$ cat src/eal_defs.svh
// Constants for the configuration autoloader: offsets, fields, resets, counts.
// Included by the package and the loader; definitions only.
`ifndef EAL_DEFS_SVH
`define EAL_DEFS_SVH
`define EAL_SIGNATURE       16'h5AA5
`define EAL_SIG_WORD        8'h00
`define EAL_CNT_WORD        8'h01
`define EAL_OPT_WORD        8'h02
`define EAL_LAST_WORD       8'h05
`define EAL_PHY_MODE_MSB    10
`define EAL_PHY_MODE_LSB    8
`define EAL_IRQ_KIND_BIT    5
`define EAL_IRQ_POL_BIT     4
`define EAL_IDENT_BIT       2
`define EAL_CHAR_W          8'h57
`define EAL_CHAR_B          8'h42
`define EAL_FILL_LAST       5'h17
`define EAL_FILL_HI_FIRST   5'h10
`define EAL_HI_BASE         16'h0400
`define EAL_LO_END          16'h001F
`define EAL_HI_END          16'h040F
`define EAL_BUF_BASE        16'h4000
`define EAL_BUF_END         16'h7FFF
`define EAL_CSR_LIMIT       8'h80
`define EAL_IDX_STATUS      5'h10
`define EAL_IDX_CFG         5'h11
`define EAL_IDX_ADDR_LO     5'h12
`define EAL_IDX_ADDR_HI     5'h13
`define EAL_IDX_EEP_ACC     5'h14
`define EAL_IDX_BUS_TYPE_CTRL_REG        5'h15
`define EAL_EEP_GO_BIT      31
`define EAL_PHY_MODE_RST    3'h0
`define EAL_RESP_OKAY       2'h0
`define EAL_RESP_DECERR     2'h3
`endif

$ cat src/eal_pkg.sv
// Types shared by the configuration autoloader and its helpers.
// Assumes eal_defs.svh sits in the include path.
`include "eal_defs.svh"
package eal_pkg;
	typedef enum logic [2:0] {ST_IDLE, ST_ISSUE, ST_WAIT, ST_FILL, ST_DONE} eal_state_t;
	typedef enum logic [1:0] {RG_LOAD_LO, RG_LOAD_HI, RG_BUFFER, RG_RESERVED} eal_region_t;
	typedef struct packed {
		logic       req;
		logic [7:0] addr;
	} eal_eep_req_t;
	typedef struct packed {
		logic        we;
		logic [15:0] addr;
		logic [15:0] data;
	} eal_sram_wr_t;
endpackage : eal_pkg

$ cat src/eal_sync2.sv
// Two-flop synchroniser for asynchronous pins, one bit per lane.
// Assumes the pins are quasi-static or slow compared with sys_clk_i.
`timescale 1ns/1ps
module eal_sync2 #(
	parameter int W = 1
) (
	input  wire logic         sys_clk_i,
	input  wire logic         sys_rst_i,
	input  wire logic [W-1:0] pin_i,
	output logic      [W-1:0] sync_o
);
	logic [W-1:0] meta_q;
	always_ff @(posedge sys_clk_i)
	begin
		if (sys_rst_i)
		begin
			meta_q <= '0;
			sync_o <= '0;
		end
		else
		begin
			meta_q <= pin_i;
			sync_o <= meta_q;
		end
	end
endmodule : eal_sync2

$ cat src/eal_local_map.sv
// Local memory map decoder: classifies a 16-bit local address.
// Purely combinational; the caller registers whatever it needs.
`timescale 1ns/1ps
`include "eal_defs.svh"
module eal_local_map
	import eal_pkg::*;
(
	input  wire logic [15:0]          addr_i,
	output eal_pkg::eal_region_t      region_o
);
	wire in_lo  = addr_i <= `EAL_LO_END;
	wire in_hi  = (addr_i >= `EAL_HI_BASE) && (addr_i <= `EAL_HI_END);
	wire in_buf = (addr_i >= `EAL_BUF_BASE) && (addr_i <= `EAL_BUF_END);
	// Everything else is reserved, including the gaps between loaded windows
	assign region_o = in_lo ? RG_LOAD_LO : in_hi ? RG_LOAD_HI :
	                  in_buf ? RG_BUFFER : RG_RESERVED;
endmodule : eal_local_map

$ cat src/eal_loader.sv
// Configuration autoloader: reads the serial config memory word by word after
// hardware reset, fills the loaded SRAM windows and holds the option settings.
// Assumes a word-read port on sys_clk_i and an AXI4-Lite master for the CSRs.
//
// Overview of operation
// - Host config memory access register works only after the autoload finishes.
// - Every hardware reset with a 5AA5h signature copies config into SRAM 0000h-001Fh and 0400h-040Fh.
// - Loader writes SRAM only, never the station address match registers.
// - Word 0 must equal 5AA5h, otherwise memory counts as absent.
// - Word 1 is the word count; reads never go beyond it.
// - Words 3 to 5 hold address octets, low byte first.
// - Word 2 bits 10:8 select the PHY mode.
// - Word 2 bit 5 ORs into bus-type bit 5 until host writes it.
// - Word 2 bit 4 ORs into bus-type bit 4 until host writes it.
// - Word 2 bit 2 fills bytes 1Ch-1Fh with 57h, else 42h.
// - Words 00h-0Ah hold octets duplicated in both lanes; 10h-1Ah are zero.
// - 0400h-0404h pack octet pairs; 0406h-040Dh zero; 040Eh holds 5757h.
// - Packet buffer sits at 4000h-7FFFh; other gaps are reserved.
// - CSRs decode in host offsets 0000h to 007Fh.
// - Rising hardware reset latches power-on straps, including bus type.
//
// Decided for this implementation: the AXI4-Lite slave port and the register addresses.
`timescale 1ns/1ps
`include "eal_defs.svh"
module eal_loader
	import eal_pkg::*;
(
	input  wire logic                  sys_clk_i,
	input  wire logic                  sys_rst_i,
	input  wire logic                  hw_reset_n_i,
	input  wire logic                  cfg_mem_select_i,
	input  wire logic                  cfg_mem_clock_i,
	output eal_pkg::eal_eep_req_t      eep_req_o,
	input  wire logic                  eep_valid_i,
	input  wire logic [15:0]           eep_data_i,
	output eal_pkg::eal_sram_wr_t      sram_wr_o,
	input  wire logic [7:0]            s_axi_awaddr_i,
	input  wire logic                  s_axi_awvalid_i,
	output logic                       s_axi_awready_o,
	input  wire logic [31:0]           s_axi_wdata_i,
	input  wire logic [3:0]            s_axi_wstrb_i,
	input  wire logic                  s_axi_wvalid_i,
	output logic                       s_axi_wready_o,
	output logic [1:0]                 s_axi_bresp_o,
	output logic                       s_axi_bvalid_o,
	input  wire logic                  s_axi_bready_i,
	input  wire logic [7:0]            s_axi_araddr_i,
	input  wire logic                  s_axi_arvalid_i,
	output logic                       s_axi_arready_o,
	output logic [31:0]                s_axi_rdata_o,
	output logic [1:0]                 s_axi_rresp_o,
	output logic                       s_axi_rvalid_o,
	input  wire logic                  s_axi_rready_i,
	output logic [2:0]                 phy_mode_o,
	output logic                       irq_kind_o,
	output logic                       irq_polarity_o,
	output logic                       ident_w_o,
	output logic [1:0]                 bus_type_o,
	output logic                       load_done_o
);
	import eal_pkg::*;

	// Pin synchronisation and hardware reset edge
	logic [2:0]   pins_s;
	logic         hwr_prev_q;
	eal_sync2 #(.W(3)) u_sync (
		.sys_clk_i (sys_clk_i),
		.sys_rst_i (sys_rst_i),
		.pin_i     ({hw_reset_n_i, cfg_mem_select_i, cfg_mem_clock_i}),
		.sync_o    (pins_s)
	);
	wire hwr_s    = pins_s[2];
	wire hwr_rise = hwr_s & ~hwr_prev_q;

	eal_state_t   state_q;
	logic [7:0]   wi_q;
	logic [7:0]   cnt_q;
	logic         sig_ok_q;
	logic         done_q;
	logic         host_op_q;
	logic         host_go_q;
	logic [7:0]   host_addr_q;
	logic [15:0]  host_data_q;
	logic [7:0]   oct_q [0:5];
	logic [2:0]   phy_mode_q;
	logic         kind_load_q;
	logic         pol_load_q;
	logic         ident_q;
	logic [1:0]   bus_type_q;
	logic [7:0]   bus_type_ctrl_reg_host_q;
	logic [4:0]   fill_q;
	eal_eep_req_t eep_q;
	eal_sram_wr_t sram_q;

	// Fill sequence: indices 0-15 cover 0000h-001Eh, 16-23 cover 0400h-040Eh
	wire [15:0] fill_addr = fill_q < `EAL_FILL_HI_FIRST ? {10'h000, fill_q, 1'b0} :
	                        `EAL_HI_BASE | {11'h000, fill_q[3:0], 1'b0};
	wire [7:0]  ident_ch  = ident_q ? `EAL_CHAR_W : `EAL_CHAR_B;
	wire [2:0]  pair_idx  = {fill_q[1:0], 1'b0};
	wire [15:0] fill_data =
		fill_q < 5'd6                  ? {oct_q[fill_q[2:0]], oct_q[fill_q[2:0]]} :
		fill_q < 5'd14                 ? 16'h0000 :
		fill_q < `EAL_FILL_HI_FIRST    ? {ident_ch, ident_ch} :
		fill_q < 5'd19                 ? {oct_q[pair_idx + 3'd1], oct_q[pair_idx]} :
		fill_q < `EAL_FILL_LAST        ? 16'h0000 :
		                                 {`EAL_CHAR_W, `EAL_CHAR_W};
	eal_region_t fill_region;
	eal_local_map u_map (
		.addr_i   (fill_addr),
		.region_o (fill_region)
	);
	// Only the two loaded windows are ever written; match registers are elsewhere
	wire fill_ok = (fill_region == RG_LOAD_LO) || (fill_region == RG_LOAD_HI);

	wire eep_take  = eep_q.req & eep_valid_i;
	wire sig_match = eep_data_i == `EAL_SIGNATURE;
	wire [7:0] wi_next = wi_q + 8'd1;
	// Stop at the stored count or after the last word that carries data
	wire more_words = (wi_next < cnt_q) && (wi_q < `EAL_LAST_WORD);

	// AXI4-Lite write side
	logic [7:0]  aw_addr_q;
	logic [31:0] w_data_q;
	logic [3:0]  w_strb_q;
	wire aw_fire  = s_axi_awvalid_i & s_axi_awready_o;
	wire w_fire   = s_axi_wvalid_i & s_axi_wready_o;
	wire wr_now   = ~s_axi_awready_o & ~s_axi_wready_o & ~s_axi_bvalid_o;
	wire wr_map   = aw_addr_q < `EAL_CSR_LIMIT;
	wire [4:0] wr_idx = aw_addr_q[6:2];
	wire wr_bus_type_ctrl_reg  = wr_now & wr_map & (wr_idx == `EAL_IDX_BUS_TYPE_CTRL_REG) & (|w_strb_q);
	// Host access is refused until the autoload has finished
	wire wr_eep   = wr_now & wr_map & (wr_idx == `EAL_IDX_EEP_ACC) & w_strb_q[3] &
	                w_data_q[`EAL_EEP_GO_BIT] & done_q & ~host_go_q;

	// AXI4-Lite read side
	wire ar_fire  = s_axi_arvalid_i & s_axi_arready_o;
	wire rd_map   = s_axi_araddr_i < `EAL_CSR_LIMIT;
	wire [4:0] rd_idx = s_axi_araddr_i[6:2];
	wire [7:0] bus_type_ctrl_reg_eff = bus_type_ctrl_reg_host_q | {2'b00, kind_load_q, pol_load_q, 4'h0};
	wire [31:0] rd_mux =
		!rd_map                          ? 32'h0000_0000 :
		rd_idx == `EAL_IDX_STATUS        ? {16'h0000, cnt_q, 5'h00, host_go_q, sig_ok_q, done_q} :
		rd_idx == `EAL_IDX_CFG           ? {24'h000000, bus_type_q, ident_q, 2'b00, phy_mode_q} :
		rd_idx == `EAL_IDX_ADDR_LO       ? {oct_q[3], oct_q[2], oct_q[1], oct_q[0]} :
		rd_idx == `EAL_IDX_ADDR_HI       ? {16'h0000, oct_q[5], oct_q[4]} :
		rd_idx == `EAL_IDX_EEP_ACC       ? {host_go_q, 7'h00, host_addr_q, host_data_q} :
		rd_idx == `EAL_IDX_BUS_TYPE_CTRL_REG          ? {24'h000000, bus_type_ctrl_reg_eff} :
		                                   32'h0000_0000;

	// Loader sequence
	always_ff @(posedge sys_clk_i)
	begin
		if (sys_rst_i || !hwr_s)
		begin
			state_q     <= ST_IDLE;
			wi_q        <= `EAL_SIG_WORD;
			cnt_q       <= 8'h00;
			sig_ok_q    <= 1'b0;
			done_q      <= 1'b0;
			host_op_q   <= 1'b0;
			fill_q      <= 5'h00;
			eep_q       <= '0;
			sram_q      <= '0;
			phy_mode_q  <= `EAL_PHY_MODE_RST;
			kind_load_q <= 1'b0;
			pol_load_q  <= 1'b0;
			ident_q     <= 1'b0;
			host_data_q <= 16'h0000;
			for (int i = 0; i < 6; i++)
				oct_q[i] <= 8'h00;
		end
		else
		begin
			sram_q.we <= 1'b0;
			if (wr_bus_type_ctrl_reg)
			begin
				kind_load_q <= 1'b0;
				pol_load_q  <= 1'b0;
			end
			case (state_q)
				ST_IDLE:
					if (hwr_rise)
						state_q <= ST_ISSUE;
				ST_ISSUE:
				begin
					eep_q.req  <= 1'b1;
					eep_q.addr <= host_op_q ? host_addr_q : wi_q;
					state_q    <= ST_WAIT;
				end
				ST_WAIT:
					if (eep_take)
					begin
						eep_q.req <= 1'b0;
						if (host_op_q)
						begin
							host_data_q <= eep_data_i;
							host_op_q   <= 1'b0;
							state_q     <= ST_DONE;
						end
						else if (wi_q == `EAL_SIG_WORD)
						begin
							sig_ok_q <= sig_match;
							wi_q     <= wi_next;
							// Absent or blank memory: keep every default
							state_q  <= sig_match ? ST_ISSUE : ST_DONE;
						end
						else
						begin
							if (wi_q == `EAL_CNT_WORD)
								cnt_q <= eep_data_i[7:0];
							else if (wi_q == `EAL_OPT_WORD)
							begin
								// Undefined bits of this word are never looked at
								phy_mode_q  <= eep_data_i[`EAL_PHY_MODE_MSB:`EAL_PHY_MODE_LSB];
								kind_load_q <= eep_data_i[`EAL_IRQ_KIND_BIT];
								pol_load_q  <= eep_data_i[`EAL_IRQ_POL_BIT];
								ident_q     <= eep_data_i[`EAL_IDENT_BIT];
							end
							else
							begin
								oct_q[{wi_q[1:0] - 2'd3, 1'b0}]        <= eep_data_i[7:0];
								oct_q[{wi_q[1:0] - 2'd3, 1'b0} + 3'd1] <= eep_data_i[15:8];
							end
							wi_q <= wi_next;
							if (wi_q == `EAL_CNT_WORD ? (eep_data_i[7:0] > 8'd2) : more_words)
								state_q <= ST_ISSUE;
							else
								state_q <= ST_FILL;
						end
					end
				ST_FILL:
				begin
					sram_q.we   <= fill_ok;
					sram_q.addr <= fill_addr;
					sram_q.data <= fill_data;
					fill_q      <= fill_q + 5'd1;
					if (fill_q == `EAL_FILL_LAST)
						state_q <= ST_DONE;
				end
				ST_DONE:
				begin
					done_q <= 1'b1;
					if (host_go_q && !host_op_q && !eep_q.req)
					begin
						host_op_q <= 1'b1;
						state_q   <= ST_ISSUE;
					end
				end
				default:
					state_q <= ST_IDLE;
			endcase
		end
	end

	// Straps, host bus-type byte and registered outputs
	always_ff @(posedge sys_clk_i)
	begin
		if (sys_rst_i)
		begin
			hwr_prev_q  <= 1'b0;
			bus_type_q  <= 2'b00;
			bus_type_ctrl_reg_host_q <= 8'h00;
			host_go_q   <= 1'b0;
			host_addr_q <= 8'h00;
		end
		else
		begin
			hwr_prev_q <= hwr_s;
			if (hwr_rise)
				bus_type_q <= pins_s[1:0];
			if (wr_bus_type_ctrl_reg && w_strb_q[0])
				bus_type_ctrl_reg_host_q <= w_data_q[7:0];
			if (wr_eep)
			begin
				host_go_q   <= 1'b1;
				host_addr_q <= w_data_q[23:16];
			end
			else if (state_q == ST_WAIT && host_op_q && eep_take)
				host_go_q <= 1'b0;
		end
	end

	always_ff @(posedge sys_clk_i)
	begin
		if (sys_rst_i)
		begin
			phy_mode_o     <= `EAL_PHY_MODE_RST;
			irq_kind_o     <= 1'b0;
			irq_polarity_o <= 1'b0;
			ident_w_o      <= 1'b0;
			bus_type_o     <= 2'b00;
			load_done_o    <= 1'b0;
		end
		else
		begin
			phy_mode_o     <= phy_mode_q;
			irq_kind_o     <= bus_type_ctrl_reg_eff[`EAL_IRQ_KIND_BIT];
			irq_polarity_o <= bus_type_ctrl_reg_eff[`EAL_IRQ_POL_BIT];
			ident_w_o      <= ident_q;
			bus_type_o     <= bus_type_q;
			load_done_o    <= done_q;
		end
	end
	assign eep_req_o = eep_q;
	assign sram_wr_o = sram_q;

	// AXI4-Lite handshakes: one write and one read in flight
	always_ff @(posedge sys_clk_i)
	begin
		if (sys_rst_i)
		begin
			s_axi_awready_o <= 1'b1;
			s_axi_wready_o  <= 1'b1;
			s_axi_bvalid_o  <= 1'b0;
			s_axi_bresp_o   <= `EAL_RESP_OKAY;
			s_axi_arready_o <= 1'b1;
			s_axi_rvalid_o  <= 1'b0;
			s_axi_rresp_o   <= `EAL_RESP_OKAY;
			s_axi_rdata_o   <= 32'h0000_0000;
			aw_addr_q       <= 8'h00;
			w_data_q        <= 32'h0000_0000;
			w_strb_q        <= 4'h0;
		end
		else
		begin
			if (aw_fire)
			begin
				aw_addr_q       <= s_axi_awaddr_i;
				s_axi_awready_o <= 1'b0;
			end
			if (w_fire)
			begin
				w_data_q       <= s_axi_wdata_i;
				w_strb_q       <= s_axi_wstrb_i;
				s_axi_wready_o <= 1'b0;
			end
			if (wr_now)
			begin
				s_axi_bvalid_o <= 1'b1;
				s_axi_bresp_o  <= wr_map ? `EAL_RESP_OKAY : `EAL_RESP_DECERR;
			end
			if (s_axi_bvalid_o && s_axi_bready_i)
			begin
				s_axi_bvalid_o  <= 1'b0;
				s_axi_awready_o <= 1'b1;
				s_axi_wready_o  <= 1'b1;
			end
			if (ar_fire)
			begin
				s_axi_arready_o <= 1'b0;
				s_axi_rvalid_o  <= 1'b1;
				s_axi_rdata_o   <= rd_mux;
				s_axi_rresp_o   <= rd_map ? `EAL_RESP_OKAY : `EAL_RESP_DECERR;
			end
			if (s_axi_rvalid_o && s_axi_rready_i)
			begin
				s_axi_rvalid_o  <= 1'b0;
				s_axi_arready_o <= 1'b1;
			end
		end
	end
endmodule : eal_loader

$ cat config.mk
export PLATFORM = sky130hd
export DESIGN_NAME = eal_loader
export DESIGN_NICKNAME = d
export VERILOG_FILES = /design/src/eal_pkg.sv /design/src/eal_sync2.sv /design/src/eal_local_map.sv /design/src/eal_loader.sv
export VERILOG_INCLUDE_DIRS = /design/src
export SDC_FILE = /design/constraint.sdc
export NUM_CORES = 1
export LEC_CHECK = 0
export BUFFER_PORTS_ARGS = -buffer_cell sky130_fd_sc_hd__buf_4
export CAP_MARGIN = 25
export CORE_MARGIN = 8
export CORE_UTILIZATION = 25
export DETAILED_ROUTE_END_ITERATION = 8
export MAX_ROUTING_LAYER = met4
export SKIP_CTS_REPAIR_TIMING = 1
export SYNTH_ARGS = -nofsm -noshare
export SYNTH_HDL_FRONTEND = slang
export SYNTH_HIERARCHICAL = 1
export SYNTH_SLANG_ARGS = --single-unit
$ cat constraint.sdc
create_clock -name sys_clk_i -period 5.85 [get_ports sys_clk_i]
set_input_delay 0.585 -clock sys_clk_i [delete_from_list [all_inputs] [get_ports sys_clk_i]]
set_output_delay 0.585 -clock sys_clk_i [all_outputs]
set_load 0.005 [all_outputs]
==> impl_metrics.py <==
metrics = {
    "run_status": {
        "status": "finished clean",
    },
    "drt": {
        "drtPass1Iterations": 6,
        "drc": 0,
        "wl_per_cell_um": 20.26,
        "drtIter0Drc": 843,
        "vias": 9070,
        "antenna_left": 0,
        "vias_per_cell": 4.911,
        "drt-total-wl_um": 37420,
    },
    "timing": {
        "max-slew-margin-rel_pct": 28.35,
        "rsz0062_at_grt": "no",
        "setup_viol_count_final": 0,
        "max_freq_ghz": 0.2965,
        "maxSlewViolCount": 0,
        "worst_pin_slew_ps": 1067,
        "tns_ps": 0,
        "fin_skew_ps": 25.85,
        "hold_viol": 0,
        "post-route-min-period_ps": 3373,
        "holdWs_ps": 239.9,
        "period_share_pct": 57.66,
    },
    "yosys": {
        "syn_area_sq_um": 11260,
        "syn_area_per_cell_sq_um": 9.995,
        "syn_inst": 1127,
        "ys_warn_count": 6,
    },
    "placement": {
        "gp_congestion": 0.8768,
        "dpl_cell_area_sq_um": 12850,
        "port-buffer-count": 140,
        "place_hpwl_um": 28330,
    },
    "die": {
        "rows": 77,
        "dieArea_sq_um": 52110,
        "die_w_um": 228.3,
        "initial_core_util_pct": 25.42,
        "io_pins": 171,
        "coreArea_sq_um": 44320,
        "die_y_um": 228.3,
    },
    "global_route": {
        "grt_pass1_vias": 8829,
        "grt_max_degree": 64,
        "gr-total-overflow": 0,
        "antenna_found_initial": 0,
        "grt_pass1_wl_um": 56080,
        "track_usage_pct": 14.12,
    },
    "power": {
        "cellInternalPower_mw": 2.885,
        "p_sw_mw": 0.8091,
        "p_per_area_nw_per_um2": 268.5,
        "irDropWorstVdd_mv": 0.2025,
        "seqPwrFrac_pct": 48.8,
        "clkPwrFrac_pct": 46.7,
        "p_comb_share_pct": 4.5,
        "switching_share_pct": 21.90,
        "leakage_nw": 5.253,
    },
    "min_path": {
        "hold_class": "input pin to register",
    },
    "layout": {
        "finalInstanceArea_sq_um": 13760,
        "ff_latch_area_sq_um": 5605,
        "drive_gt1_share_pct": 19.20,
        "antenna_cells": 0,
        "fill_cells": 4597,
        "nets": 1331,
        "multi_input_area_sq_um": 5253,
        "area_growth_pct": 22.13,
    },
    "clock_tree": {
        "cts_root_buf": "clkbuf_16",
        "cts_max_level": 1,
        "cts_tree": "done",
        "clk_pin_slew_worst_paths_ps": 60,
        "clockBufferDepth": 3,
        "cts.sinks": 248,
        "numCtsBuffers": 26,
        "clk_latency_ps": 540,
    },
    "worst_setup_path": {
        "cp.arrival_ps": 3560,
        "worstPathRequired_ps": 6030,
        "end_kind": "register",
        "cp_max_fo": 19,
        "worstSetupPathType": "register to register",
        "startpoint_type": "register",
    },
    "flow_run": {
        "maxCapViolCount": 0,
    },
}
-- routing by layer --
layer	up-vias	wire length, um	global-route usage [%]	part of all wire (%)
met3	53	2436	2.072	6.5
li1	4223	-	-	-
met5	-	0	-	0
met2	335	17920	23.21	48
met1	4459	16240	18.07	43
met4	0	825	3.649	2.2
-- path summary, 6_finish.rpt --
kind                                          to  slack, ps             start  depth (start not counted)
worst max-delay path                 oct_q[0][2]       2480        state_q[1]                          5
worst min-delay path              s_axi_wready_o        240    s_axi_wvalid_i                          2
worst max register to register       oct_q[0][2]       2480        state_q[1]                          5
worst min register to register  u_sync/sync_o[2]        440  u_sync/meta_q[2]                          1
-- registers in the layout (all words and copies together), names as in the netlist, 2 cells and up, named ones only --
register	flops
oct_q	64
s_axi_rdata_o	32
sram_wr_o	22
w_data_q	17
host_data_q	16
eep_req_o	9
bus_type_ctrl_reg_host_q	8
cnt_q	8
host_addr_q	8
wi_q	8
aw_addr_q	6
fill_q	5
w_strb_q	4
phy_mode_o	3
phy_mode_q	3
state_q	3
u_sync/meta_q	3
u_sync/sync_o	3
bus_type_o	2
bus_type_q	2
-- final cells by class --
class	instances	area share, %
timing repair buffer	150	8.313
sequential	248	40.75
multi-input combinational	782	38.18
clock buffer	40	5.921
inverter	29	0.7913
tap	592	5.384
clock inverter	6	0.6639
-- through the flow --
stage | power (mW) | setup slack, ps | instances | util, %
4_1_cts | 3.717 | 2527 | 1846 | 31.03
3_5_place_dp | 2.005 | 2583 | 1800 | 28.99
2_1_floorplan | 1.917 | 3370 | 1147 | -
6_report | 3.694 | 2477 | 1847 | 31.04
3_3_place_gp | 2.003 | 2637 | 1799 | 28.92
5_1_grt | 3.804 | 2231 | 1847 | 31.04
-- critical path, cell delays in order, from the launching register on --
cell,delay [ps]
dfxtp_1,550
nor2b_1,360
and4_1,540
o211ai_2,480
nor3_1,650
nand2b_1,430
-- power by group through the flow --
stage | clock, mW | sequential, mW | combinational (mW)
2_1_floorplan | 0 | 1.83 | 0.0904
3_3_place_gp | 0 | 1.84 | 0.163
3_5_place_dp | 0 | 1.84 | 0.165
4_1_cts | 1.75 | 1.80 | 0.165
5_1_grt | 1.82 | 1.80 | 0.180
6_report | 1.72 | 1.80 | 0.166
-- cells in the final DEF (no fill, tap or decap), types with 4 or more instances in the layout --
master     instances
mux4_2            26
mux2_2             8
ha_1              15
buf_4            148
a21oi_1           77
nand2_1          110
mux2i_1           88
nor3_1            13
xor2_1            10
nor2b_1           21
o21ai_0           37
clkbuf_8           9
o211ai_1           7
a222oi_1          12
nand3_1           23
clkbuf_16         27
nand2b_1          15
inv_1             29
clkbuf_1           4
a211oi_1           9
a31oi_1            6
and3_1            13
conb_1            21
nor2_1           121
a221oi_1           4
a22o_1             7
xnor2_1            5
a22oi_1           24
o22ai_1           11
nor4_1             7
nand4_1            4
and2_1            45
edfxtp_1          64
dfxtp_1          184
Note: power is estimated with default switching activity, not from simulation.
